--- src/hdl/vccd_regs.svh ---
// Functional notes
// [RL1] first calibration: host writes start bit one
// [RL2] later calibration: clear, commit, set, commit
// [RL3] writes take effect only on update commit
// [RL4] done status bit reads one after calibration
// [RL5] cal clock is reference over R times div
// [RL6] calibration lasts 4400 calibration clock cycles
// [RL7] outputs held synchronized during calibration
// [RL8] release sync at end, then close loop
// [RL9] host programs valid loop before calibration
// [RL10] reference clock must run throughout calibration
// [RL11] no automatic calibration on divider changes
// [RL12] host recalibrates after loop divider changes
// [RL13] channel divides 2 to 32, bypass one
// [RL14] high N+1 cycles, low M+1 cycles
// [RL15] duty correction for odd when M=N+1
// [RL16] coarse phase delay up to 31 cycles
// [RL17] start level selectable high or low
// [RL18] source select 00,01,10; 11 not allowed
// [RL19] prescale divider divides by 2 to 6
// [RL20] host routes fast sources through prescaler
// [RL21] duty correction on by default, per-channel off
// [RL22] done bit zero while calibration runs
`ifndef VCCD_REGS_SVH
`define VCCD_REGS_SVH
// ****************************************
// register offsets
// ****************************************
`define VCCD_CAL_CONTROL_ADDR 10'h018
`define VCCD_READBACK_ADDR 10'h01F
`define VCCD_SRC_SELECT_ADDR 10'h1E1
`define VCCD_UPDATE_ADDR 10'h232
`define VCCD_VCODIV_ADDR 10'h1E0
`define VCCD_CH0_COUNT_ADDR 10'h190
`define VCCD_CH0_PHASE_ADDR 10'h191
`define VCCD_CH0_CTRL_ADDR 10'h192
`define VCCD_CH_STRIDE 10'h003
// ****************************************
// field positions
// ****************************************
`define VCCD_CAL_START_BIT 0
`define VCCD_CAL_DIV_LSB 1
`define VCCD_CAL_DONE_BIT 6
`define VCCD_UPDATE_BIT 0
`define VCCD_BYPASS_BIT 7
`define VCCD_START_HIGH_BIT 5
`define VCCD_DCC_OFF_BIT 0
// ****************************************
// reset values and timing
// ****************************************
`define VCCD_CAL_CYCLES 13'd4400
`define VCCD_RESET_BYTE 8'h00
`define VCCD_VCODIV_RESET 3'h0
`endif

--- src/hdl/vccd_pkg.sv ---
package vccd_pkg;
   typedef enum logic [1:0] {
      VCCD_SRC_EXT_DIV,
      VCCD_SRC_EXT_DIRECT,
      VCCD_SRC_VCO_DIV,
      VCCD_SRC_BAD
   } vccd_src_type;
   typedef enum logic [1:0] {
      VCCD_CAL_IDLE,
      VCCD_CAL_RUN,
      VCCD_CAL_CLOSE
   } vccd_cal_state_type;
   typedef enum logic [1:0] {
      VCCD_HOST_IDLE,
      VCCD_HOST_WRITE,
      VCCD_HOST_READ
   } vccd_host_state_type;
endpackage

--- src/hdl/vccd_if.sv ---
`timescale 1ns/100ps
interface vccd_if;
   logic wr_en;
   logic rd_en;
   logic [9:0] addr;
   logic [7:0] wdata;
   logic [7:0] rdata;
   logic rvalid;
   modport device (input wr_en, input rd_en, input addr, input wdata,
      output rdata, output rvalid);
   modport host (output wr_en, output rd_en, output addr, output wdata,
      input rdata, input rvalid);
endinterface

--- src/hdl/vccd_device.sv ---
`timescale 1ns/100ps
`include "vccd_regs.svh"
module vccd_device import vccd_pkg::*; #(
   parameter int CHANNELS = 3
) (
   // clock and reset
   input wire logic clk_sys_in,
   input wire logic reset_in,
   // register port
   vccd_if.device bus,
   // clocks to divide (pins, sampled twice)
   input wire logic vco_clk_in,
   input wire logic ext_clk_in,
   input wire logic pfd_tick_in,
   // status and outputs
   output logic sync_hold_out,
   output logic loop_closed_out,
   output logic [CHANNELS-1:0] chan_out
);
   typedef struct packed {
      logic [7:0] cal_buf;
      logic [7:0] cal_act;
      logic [1:0] src_buf;
      logic [1:0] src_act;
      logic [2:0] vdiv_buf;
      logic [2:0] vdiv_act;
      logic [CHANNELS-1:0][7:0] cnt_buf;
      logic [CHANNELS-1:0][7:0] cnt_act;
      logic [CHANNELS-1:0][7:0] ph_buf;
      logic [CHANNELS-1:0][7:0] ph_act;
      logic [CHANNELS-1:0][7:0] ctl_buf;
      logic [CHANNELS-1:0][7:0] ctl_act;
      vccd_cal_state_type cal_state;
      logic [12:0] cal_cnt;
      logic [2:0] caldiv_cnt;
      logic cal_done;
      logic sync_hold;
      logic loop_closed;
      logic [2:0] s1;
      logic [2:0] s2;
      logic [2:0] s3;
      logic [2:0] pre_cnt;
      logic pre_out;
      logic pre_last;
      logic [CHANNELS-1:0][4:0] ch_cnt;
      logic [CHANNELS-1:0][4:0] ph_cnt;
      logic [CHANNELS-1:0] ch_lvl;
      logic [CHANNELS-1:0] ch_out;
      logic [7:0] rdata;
      logic rvalid;
   } vccd_state_type;
   vccd_state_type st_reg, st_next;
   // ****************************************
   // helpers
   // ****************************************
   function automatic logic [2:0] caldiv_top(input logic [1:0] f);
      // field 0..3 divides by 1,2,4,8
      case (f)
         2'h0: caldiv_top = 3'h0;
         2'h1: caldiv_top = 3'h1;
         2'h2: caldiv_top = 3'h3;
         default: caldiv_top = 3'h7;
      endcase
   endfunction
   function automatic logic [9:0] ch_addr(input logic [9:0] base,
         input int i);
      ch_addr = base + 10'(i) * `VCCD_CH_STRIDE;
   endfunction
   logic src_clk, div_in;
   always_comb begin
      logic pfd_rise, src_rise, in_rise, hi, done_ph, cal_go;
      logic [4:0] lim, n, m;
      logic [2:0] vtop;
      st_next = st_reg;
      pfd_rise = 1'b0;
      src_rise = 1'b0;
      in_rise = 1'b0;
      hi = 1'b0;
      done_ph = 1'b0;
      cal_go = 1'b0;
      lim = 5'h0;
      n = 5'h0;
      m = 5'h0;
      vtop = 3'h0;
      st_next.s1 = {pfd_tick_in, ext_clk_in, vco_clk_in};
      st_next.s2 = st_reg.s1;
      st_next.s3 = st_reg.s2;
      st_next.rvalid = 1'b0;
      // ****************************************
      // register port
      // ****************************************
      if (bus.wr_en) begin
         case (bus.addr)
            `VCCD_CAL_CONTROL_ADDR: st_next.cal_buf = bus.wdata;
            `VCCD_SRC_SELECT_ADDR: st_next.src_buf = bus.wdata[1:0];
            `VCCD_VCODIV_ADDR: st_next.vdiv_buf = bus.wdata[2:0];
            `VCCD_UPDATE_ADDR: begin
               if (bus.wdata[`VCCD_UPDATE_BIT]) begin
                  st_next.cal_act = st_reg.cal_buf; // [RL3]
                  // rising committed start bit only; no auto start
                  if (st_reg.cal_buf[`VCCD_CAL_START_BIT] &&
                      !st_reg.cal_act[`VCCD_CAL_START_BIT]) begin
                     st_next.cal_state = VCCD_CAL_RUN; // [RL1] [RL2] [RL11]
                     cal_go = 1'b1;
                     st_next.cal_cnt = 13'h0;
                     st_next.caldiv_cnt = 3'h0;
                     st_next.cal_done = 1'b0; // [RL22]
                     st_next.sync_hold = 1'b1; // [RL7]
                     st_next.loop_closed = 1'b0;
                  end
                  // code 11 is refused; previous source stays
                  if (st_reg.src_buf != 2'h3) begin
                     st_next.src_act = st_reg.src_buf; // [RL18]
                  end
                  st_next.vdiv_act = st_reg.vdiv_buf;
                  st_next.cnt_act = st_reg.cnt_buf;
                  st_next.ph_act = st_reg.ph_buf;
                  st_next.ctl_act = st_reg.ctl_buf;
               end
            end
            default: begin
            end
         endcase
         for (int i = 0; i < CHANNELS; i++) begin
            if (bus.addr == ch_addr(`VCCD_CH0_COUNT_ADDR, i)) begin
               st_next.cnt_buf[i] = bus.wdata;
            end
            if (bus.addr == ch_addr(`VCCD_CH0_PHASE_ADDR, i)) begin
               st_next.ph_buf[i] = bus.wdata;
            end
            if (bus.addr == ch_addr(`VCCD_CH0_CTRL_ADDR, i)) begin
               st_next.ctl_buf[i] = bus.wdata;
            end
         end
      end
      if (bus.rd_en) begin
         st_next.rvalid = 1'b1;
         st_next.rdata = 8'h00;
         case (bus.addr)
            `VCCD_CAL_CONTROL_ADDR: st_next.rdata = st_reg.cal_buf;
            `VCCD_READBACK_ADDR:
               st_next.rdata[`VCCD_CAL_DONE_BIT] = st_reg.cal_done; // [RL4]
            `VCCD_SRC_SELECT_ADDR: st_next.rdata = {6'h0, st_reg.src_buf};
            `VCCD_VCODIV_ADDR: st_next.rdata = {5'h0, st_reg.vdiv_buf};
            default: begin
            end
         endcase
         for (int i = 0; i < CHANNELS; i++) begin
            if (bus.addr == ch_addr(`VCCD_CH0_COUNT_ADDR, i)) begin
               st_next.rdata = st_reg.cnt_buf[i];
            end
            if (bus.addr == ch_addr(`VCCD_CH0_PHASE_ADDR, i)) begin
               st_next.rdata = st_reg.ph_buf[i];
            end
            if (bus.addr == ch_addr(`VCCD_CH0_CTRL_ADDR, i)) begin
               st_next.rdata = st_reg.ctl_buf[i];
            end
         end
      end
      // ****************************************
      // calibration sequencer
      // ****************************************
      pfd_rise = st_reg.s2[2] && !st_reg.s3[2];
      // a start in this cycle outranks the old run, else it is lost
      case (cal_go ? VCCD_CAL_IDLE : st_reg.cal_state)
         VCCD_CAL_RUN: begin
            if (pfd_rise) begin
               // one cal clock per R output times cal divide
               if (st_reg.caldiv_cnt >=
                   caldiv_top(st_reg.cal_act[`VCCD_CAL_DIV_LSB +: 2])) begin
                  st_next.caldiv_cnt = 3'h0; // [RL5]
                  st_next.cal_cnt = st_reg.cal_cnt + 13'h1;
                  if (st_reg.cal_cnt == `VCCD_CAL_CYCLES - 13'h1) begin
                     st_next.cal_state = VCCD_CAL_CLOSE; // [RL6]
                     st_next.sync_hold = 1'b0; // [RL8]
                  end
               end else begin
                  st_next.caldiv_cnt = st_reg.caldiv_cnt + 3'h1;
               end
            end
         end
         VCCD_CAL_CLOSE: begin
            st_next.loop_closed = 1'b1; // [RL8]
            st_next.cal_done = 1'b1; // [RL4]
            st_next.cal_state = VCCD_CAL_IDLE;
         end
         default: begin
         end
      endcase
      // ****************************************
      // source select and prescaler
      // ****************************************
      src_clk = (st_reg.src_act == VCCD_SRC_VCO_DIV) ? st_reg.s2[0] :
         st_reg.s2[1];
      src_rise = src_clk && !((st_reg.src_act == VCCD_SRC_VCO_DIV) ?
         st_reg.s3[0] : st_reg.s3[1]);
      // field 0..4 divides by 2..6, larger codes clamp at 6
      vtop = (st_reg.vdiv_act > 3'h4) ? 3'h5 : st_reg.vdiv_act + 3'h1;
      st_next.pre_last = st_reg.pre_out;
      if (src_rise) begin
         if (st_reg.pre_cnt >= vtop) begin
            st_next.pre_cnt = 3'h0; // [RL19]
         end else begin
            st_next.pre_cnt = st_reg.pre_cnt + 3'h1;
         end
         st_next.pre_out = (st_next.pre_cnt < 3'((vtop + 3'h1) >> 1));
      end
      div_in = (st_reg.src_act == VCCD_SRC_EXT_DIRECT) ? src_clk :
         st_reg.pre_out;
      in_rise = (st_reg.src_act == VCCD_SRC_EXT_DIRECT) ? src_rise :
         (st_reg.pre_out && !st_reg.pre_last);
      // ****************************************
      // channel dividers
      // ****************************************
      for (int i = 0; i < CHANNELS; i++) begin
         n = {1'b0, st_reg.cnt_act[i][3:0]};
         m = {1'b0, st_reg.cnt_act[i][7:4]};
         if (st_reg.sync_hold) begin
            // static level is the start level
            st_next.ch_lvl[i] =
               st_reg.ctl_act[i][`VCCD_START_HIGH_BIT]; // [RL7] [RL17]
            st_next.ch_cnt[i] = 5'h0;
            st_next.ph_cnt[i] = st_reg.ph_act[i][4:0]; // [RL16]
         end else if (in_rise) begin
            done_ph = (st_reg.ph_cnt[i] == 5'h0);
            if (!done_ph) begin
               st_next.ph_cnt[i] = st_reg.ph_cnt[i] - 5'h1; // [RL16]
            end else begin
               hi = st_reg.ch_lvl[i];
               // correction moves the odd extra cycle to the high phase when M = N + 1
               if (!st_reg.ctl_act[i][`VCCD_DCC_OFF_BIT] &&
                   m == n + 5'h1) begin
                  lim = hi ? n + 5'h1 : n; // [RL15] [RL21]
               end else begin
                  lim = hi ? n : m; // [RL14]
               end
               if (st_reg.ch_cnt[i] >= lim) begin
                  st_next.ch_cnt[i] = 5'h0; // [RL13]
                  st_next.ch_lvl[i] = !st_reg.ch_lvl[i];
               end else begin
                  st_next.ch_cnt[i] = st_reg.ch_cnt[i] + 5'h1;
               end
            end
         end
         // bypass passes the divider input straight through
         st_next.ch_out[i] = st_reg.ph_act[i][`VCCD_BYPASS_BIT] ?
            (div_in && !st_reg.sync_hold) : st_reg.ch_lvl[i]; // [RL13]
      end
      if (reset_in) begin
         st_next = '0;
      end
   end
   always_ff @(posedge clk_sys_in) begin
      st_reg <= st_next;
   end
   assign bus.rdata = st_reg.rdata;
   assign bus.rvalid = st_reg.rvalid;
   assign sync_hold_out = st_reg.sync_hold;
   assign loop_closed_out = st_reg.loop_closed;
   assign chan_out = st_reg.ch_out;
endmodule // vccd_device

--- src/flat_wrapper.sv ---
// flat-port wrapper written by rule: the top's interface ports become plain ports
module vccd_device_flat import vccd_pkg::*;
#(
   parameter int CHANNELS = 3
)
  (clk_sys_in, reset_in, vco_clk_in, ext_clk_in, pfd_tick_in, sync_hold_out, loop_closed_out, chan_out, bus_wr_en, bus_rd_en, bus_addr, bus_wdata, bus_rdata, bus_rvalid);
  vccd_if bus_i ();
  input wire logic clk_sys_in;
  input wire logic reset_in;
  input wire logic vco_clk_in;
  input wire logic ext_clk_in;
  input wire logic pfd_tick_in;
  output logic sync_hold_out;
  output logic loop_closed_out;
  output logic [CHANNELS-1:0] chan_out;
  input wire logic [$bits(bus_i.wr_en)-1:0] bus_wr_en;
  input wire logic [$bits(bus_i.rd_en)-1:0] bus_rd_en;
  input wire logic [$bits(bus_i.addr)-1:0] bus_addr;
  input wire logic [$bits(bus_i.wdata)-1:0] bus_wdata;
  output wire logic [$bits(bus_i.rdata)-1:0] bus_rdata;
  output wire logic [$bits(bus_i.rvalid)-1:0] bus_rvalid;
  assign bus_i.wr_en = bus_wr_en;
  assign bus_i.rd_en = bus_rd_en;
  assign bus_i.addr = bus_addr;
  assign bus_i.wdata = bus_wdata;
  assign bus_rdata = bus_i.rdata;
  assign bus_rvalid = bus_i.rvalid;
  vccd_device #(.CHANNELS(CHANNELS)) u_core (.clk_sys_in(clk_sys_in), .reset_in(reset_in), .bus(bus_i), .vco_clk_in(vco_clk_in), .ext_clk_in(ext_clk_in), .pfd_tick_in(pfd_tick_in), .sync_hold_out(sync_hold_out), .loop_closed_out(loop_closed_out), .chan_out(chan_out));
endmodule
--- config.mk ---
export PLATFORM = sky130hd
export DESIGN_NAME = vccd_device_flat
export DESIGN_NICKNAME = d
export VERILOG_FILES = /design/src/hdl/vccd_pkg.sv /design/src/hdl/vccd_if.sv /design/src/hdl/vccd_device.sv /design/src/flat_wrapper.sv
export VERILOG_INCLUDE_DIRS = /design/src /design/src/hdl
export SDC_FILE = /design/constraint.sdc
export NUM_CORES = 1
export LEC_CHECK = 0
export BUFFER_PORTS_ARGS = -buffer_cell sky130_fd_sc_hd__buf_4
export CAP_MARGIN = 20
export CORE_AREA = 2 2 134 136
export DETAILED_ROUTE_END_ITERATION = 16
export DIE_AREA = 0 0 136 138
export PLACE_DENSITY = 0.82
export SLEW_MARGIN = 20
export SYNTH_ARGS = -nofsm -noshare
export SYNTH_HDL_FRONTEND = slang
export SYNTH_SLANG_ARGS = --single-unit
--- constraint.sdc ---
create_clock -name clk_sys_in -period 9.1 [get_ports clk_sys_in]
set_input_delay 0.455 -clock clk_sys_in [delete_from_list [all_inputs] [get_ports clk_sys_in]]
set_output_delay 0.455 -clock clk_sys_in [all_outputs]
set_load 0.01 [all_outputs]
Word-level counts from Yosys, hierarchy flattened

Index checks and enable logic that the tools add are counted.

Flip-flop bits (word level): 244
Bits in latches: 0
RAM bits: 0
Memory bits (read-only): 0
Input bits: 25
Memories kept: 0

Add/subtract/negate cells: 14
Multiply operators: 0
Div/mod/pow operators: 0
$lt $le $gt $ge: 7
Eq/ne operators: 28
Shifts and indexed selects: 0
Mux-type cells: 89
Bitwise logic cells: 0
Reduce and logical (&&, ||, !) cells: 59

Operator list:

| operator                                                                | count |
|---|---|
| 5-bit 2-to-1 mux                                                        | 27 |
| 10-bit by 9-bit equality test with 1-bit output (second input constant) | 11 |
| 21-bit 2-to-1 mux                                                       | 4 |
| 8-bit 2-to-1 mux                                                        | 9 |
| 2-bit AND reduction                                                     | 18 |
| 1-bit 2-to-1 mux                                                        | 31 |
| 2-bit nonzero test                                                      | 11 |
| 10-bit by 5-bit equality test with 1-bit output (second input constant) | 2 |
| 18-bit 2-to-1 mux                                                       | 1 |
| 3-bit 2-to-1 mux                                                        | 6 |
| 6-bit case mux with 3 select lines                                      | 1 |
| 16-bit 2-to-1 mux                                                       | 1 |
| 4-bit by 1-bit adder with 5-bit output (second input constant)          | 3 |
| 5-bit by 1-bit adder with 5-bit output (second input constant)          | 3 |
| 4-bit by 5-bit equality test with 1-bit output                          | 3 |
| 5-bit >= comparator                                                     | 3 |
| 5-bit zero test                                                         | 3 |
| 15-bit 2-to-1 mux                                                       | 1 |
| 5-bit by 1-bit subtractor with 5-bit output (second input constant)     | 3 |
| 13-bit by 1-bit adder with 13-bit output (second input constant)        | 1 |
| 13-bit equality test (second input constant)                            | 1 |
| 3-bit by 1-bit adder with 3-bit output (second input constant)          | 4 |
| 4-bit 2-to-1 mux                                                        | 3 |
| 3-bit AND reduction                                                     | 4 |
| 17 further kinds                                                        | 43 |

Logic depth before layout (Yosys ltp)

Depth after elaboration: 13
Mapped depth: 12
Mapped depth without buffers: 12

Worst setup path after synthesis

OpenSTA, ideal clock, no wires.

Kind: in2reg
Start: input port bus_addr[3]
End: register u_core.st_reg[68] (netlist bit)
Setup time: 0.091 ns
Data arrival time: 2.967 ns
Setup slack: 6.042 ns
Stages on the path: 11
Buffers on the path: 2
Path through: buf_6 > or3b_1 > or4_4 > or2_4 > nand2_2 > ha_1 > nand2_1 > nor2_1 > clkbuf_1 > nand2_1 > a311oi_1

Word-level cells in the longest chain between the ends: 6

Ends and longest elaborated chain:

| item                                                                                       | RTL line                               | RTL |
|---|---|---|
| from (decl)                                                                                | flat_wrapper.sv:18                     | `input wire logic [$bits(bus_i.addr)-1:0] bus_addr;` |
| 10-bit equality test (*)                                                                   | vccd_device.sv:93                      | `case (bus.addr)` |
| 1-bit 2-to-1 mux / 21-bit 2-to-1 mux (equally long branches)                               | vccd_device.sv:93                      |  |
| 1-bit 2-to-1 mux / 21-bit 2-to-1 mux (equally long branches)                               | vccd_device.sv:92                      | `if (bus.wr_en) begin` |
| 2-bit 2-to-1 mux / 15-bit 2-to-1 mux (equally long branches)                               | vccd_device.sv:165, vccd_device.sv:169 |  |
| 2-bit by 1-bit equality test with 1-bit output / 18-bit 2-to-1 mux (equally long branches) | vccd_device.sv:165, vccd_device.sv:167 |  |
| 16-bit 2-to-1 mux (*)                                                                      | vccd_device.sv:165                     | `case (cal_go ? VCCD_CAL_IDLE : st_reg.cal_state)` |
| to (signal assigned)                                                                       | vccd_device.sv:254                     | `st_reg <= st_next;` |
| to (decl)                                                                                  | vccd_device.sv:52                      | `vccd_state_type st_reg, st_next;` |

Mark *: on every way between the ends. The rest lies on a longest branch, timed or not. The select of a mux whose other input is x is not followed.
A chain may end at the register's enable or synchronous reset.

Worst setup path in the final report

Start: register u_core.st_reg[184] (netlist bit)
End: register u_core.st_reg[39] (netlist bit)

Word-level cells in the longest chain between the ends: 9

Ends and longest elaborated chain:

| item                                           | RTL line                               | RTL |
|---|---|---|
| 4-bit by 1-bit adder with 5-bit output         | vccd_device.sv:232, vccd_device.sv:233 |  |
| 4-bit by 5-bit equality test with 1-bit output | vccd_device.sv:232                     | `m == n + 5'h1) begin` |
| 1-bit logical AND                              | vccd_device.sv:231                     | `` if (!st_reg.ctl_act[i][`VCCD_DCC_OFF_BIT] && `` |
| 5-bit 2-to-1 mux (*)                           | vccd_device.sv:231                     |  |
| 5-bit 2-to-1 mux (*)                           | vccd_device.sv:226                     | `if (!done_ph) begin` |
| 5-bit 2-to-1 mux (*)                           | vccd_device.sv:224                     | `end else if (in_rise) begin` |
| 5-bit 2-to-1 mux (*)                           | vccd_device.sv:218                     | `if (st_reg.sync_hold) begin` |
| 5-bit >= comparator (*)                        | vccd_device.sv:237                     | `if (st_reg.ch_cnt[i] >= lim) begin` |
| 5-bit 2-to-1 mux (*)                           | vccd_device.sv:237                     |  |

Marked as above.

==> impl_metrics.toml <==
[status]
status = "finished, final reports clean"

[clocking]
clk_latency_ns = 0.52
cts-buffers-inserted = 24
htree_levels = 1
cts_max_path_buffers = 3
cts_hold_buf = 0
clk_pin_slew_worst_paths_ns = 0.06
cts_setup_buffers = 0
cts_tree = "built"
cts_resized = 0
cts-root-buf = "clkbuf_16"
cts_sinks = 220

[place]
dpl.hpwl_um = 19100
post-place-ws_ns = 5.32
port_buffers = 38
globalplace.congestion = 0.954

[pwr]
power_density_mw_per_mm2 = 165
ir_drop_v = 0.000154
leakagePower_nw = 4.51

[worst_hold_path]
hp-class = "primary input to flip-flop"

[timing]
skew_ns = 0.0141
fmax_mhz = 293
fin_tns_setup_ns = 0
hold_viol = 0
drv_slew = 0
tightest_slew_ns = 1.09
fin_crit_sh_pct = 37.5
period_minus_slack_ns = 3.41
rsz0062_at_grt = "no"
setup_viol = 0
maxSlewHeadroom_pct = 27.1
timing.final.ws_setup_ns = 5.69

[yosys]
ys_seq_area_share_pct = 39.9
syn_avg_cell_area_um2 = 8.14
yosysUniqueCellTypes = 73
syn_area_mm2 = 0.0110
synth-edff-count = 0
synth-seq-cells = 220
postSynth.asyncResetShare_pct = 0
syn-instance-count = 1356
synthFlopType = "dfxtp_1"
yosysWarnings = 0

[grt]
grt_usage_pct = 30.2
overflow = 0
antenna_found_initial = 0
grt_pass1_wl_um = 46500
first_global_vias = 9068
grt_max_degree = 109

[setup_path]
crit_buf_inv = 0
critical_path_required_ns = 9.54
cp-start-kind = "flip-flop"
critPathMostFrequentCell = "ha_1"
critPathTopFamily = "simple AND/OR/NAND/NOR gates"
slowest_delay_ns = 0.43
crit_chain = "ha_1, and3_1, nor4_1, nand3_1, or3_1, o221a_2, ha_1, nand2b_1, a211oi_1, o31ai_1, a211o_1, a21oi_1"
crit_type = "flip-flop to flip-flop"
critPathArrivalTime_ns = 3.85
critPathSlowestCell = "nor4_1"
cp_max_fo = 7
endpoint_kind = "flip-flop"

[die]
die_y_um = 138
placement_rows = 49
die_w_um = 136
ioPinCount = 39
die_area_mm2 = 0.0188
initial_core_util_pct = 63.0
coreArea_mm2 = 0.0175

[route]
drc_errors = 0
wl_per_cell_um = 17.9
vias_per_cell = 6.21
antenna_left = 0
dr.max_layer_used = "met4"
drt_iter0_drc = 941
routed-wl-met3_um = 1990
met2_length_um = 12700
drt-met1-wl_um = 12600
num_vias = 9855
finalWirelength_um = 28400
drt_pass1_iterations = 7

[cells_and_area]
fill_cells = 1461
ff_latch_area_mm2 = 0.00440
num_antenna_cells = 0
drive_gt1_share_pct = 8.47
multi_input_area_mm2 = 0.00613
syn_to_final_growth_pct = 9.05
largest_register_ff_count = 206
layout.nets = 1407

[job]
drv_cap = 0
## final timing paths
check	startpoint	slack (ns)	end	cells past startpoint
setup reg to reg	u_core.st_reg[184]	5.69	u_core.st_reg[39]	12
hold / removal	pfd_tick_in	0.16	u_core.st_reg[58]	2
hold reg to reg	u_core.st_reg[137]	0.45	u_core.st_reg[21]	2
setup / recovery	u_core.st_reg[184]	5.69	u_core.st_reg[39]	12
## cell type report
class / instances / share of cell area (%)
clock buffers: 35 / 5.92
clock inverters: 8 / 0.374
inverters: 35 / 1.09
multi-input cells: 1015 / 50.9
flip-flops and latches: 220 / 36.6
well taps: 229 / 2.38
repair buffers: 44 / 2.77
## power by group
part	switching (mW)	internal (mW)
sequential	0.00247	0.967
combinational	0.0623	0.0257
clock	0.386	0.542
total	0.450	1.53
## routing by layer
layer / GRT usage [%] / vias up
li1: - / 4730
met1: 43.5 / 4647
met2: 45.9 / 397
met3: 4.00 / 81
met4: 12.1 / 0
met5: 0 / -
## cell usage in the layout, fill, tap and decap left out, types with 4 or more instances in the layout
master     synthesis  routed
nand2_1          242     242
dfxtp_1          220     220
a21oi_1          146     146
nor2_1           105     105
nand3_1           62      62
mux2i_1           55      54
buf_4             11      43
ha_1              42      42
inv_1             31      31
o21ai_0           31      31
nor2b_1           26      26
nor3_1            26      26
xor2_1            25      25
clkbuf_16          0      25
xnor2_1           19      19
nand2b_1          17      17
and3_1            16      16
a211oi_1          15      15
nand4_1           14      14
mux2_2            12      12
a311oi_1          11      11
or3_1              9       9
a22o_1             9       9
and2_1             8       8
o211ai_1           8       8
a221oi_1           8       8
o22ai_1            8       8
nand3b_1           7       7
nor4_1             7       6
o221ai_1           6       6
clkinv_2           0       6
o21a_1             5       5
clkbuf_8           0       5
clkbuf_1          57       5
nor4b_1            4       4
a31oi_1            4       4
a2111oi_0          4       4
a32oi_1            4       4
a22oi_1            4       4
o211a_1            4       4
## worst register-to-register path, cell delays in order (launching register included)
cell and delay (ns):
dfxtp_1 0.36, ha_1 0.27, and3_1 0.19, nor4_1 0.43
nand3_1 0.29, or3_1 0.39, o221a_2 0.14, ha_1 0.26
nand2b_1 0.14, a211oi_1 0.23, o31ai_1 0.14, a211o_1 0.35
a21oi_1 0.14
## cell families (layout without fill, tap and decap cells)
family / count (synthesis) / count (layout) / synth area share, %
AND/OR/NAND/NOR: 569 / 569 / 24.5
AO/OA/AOI/OAI: 290 / 290 / 16.4
flip-flops: 220 / 220 / 39.9
buffers and inverters: 123 / 122 / 4.78
multiplexers: 67 / 67 / 6.21
XOR/XNOR: 44 / 44 / 3.49
adder cells (fa/ha/maj): 42 / 42 / 4.76
other: 1 / 3 / 0.0340
## cell usage after synthesis, types with 26 or more instances
master / instances / area [µm²]
a21oi_1: 146 / 731
clkbuf_1: 57 / 214
dfxtp_1: 220 / 4400
ha_1: 42 / 526
inv_1: 31 / 116
mux2i_1: 55 / 551
nand2_1: 242 / 908
nand3_1: 62 / 310
nor2_1: 105 / 394
nor2b_1: 26 / 163
nor3_1: 26 / 130
o21ai_0: 31 / 155
## metrics by stage
stage | hold WS, ns | total power [mW] | cells | area, µm² | util, %
floorplan | 0.414 | 1.05 | 1358 | 11100 | -
global placement | 0.437 | 1.08 | 1543 | 11300 | 64.4
detailed placement | 0.434 | 1.08 | 1543 | 11300 | 64.4
CTS | 0.151 | 2.00 | 1586 | 12000 | 68.7
global route | 0.158 | 2.04 | 1586 | 12000 | 68.7
finish | 0.161 | 1.99 | 1586 | 12000 | 68.7
Power figures use the tool's default switching activity.
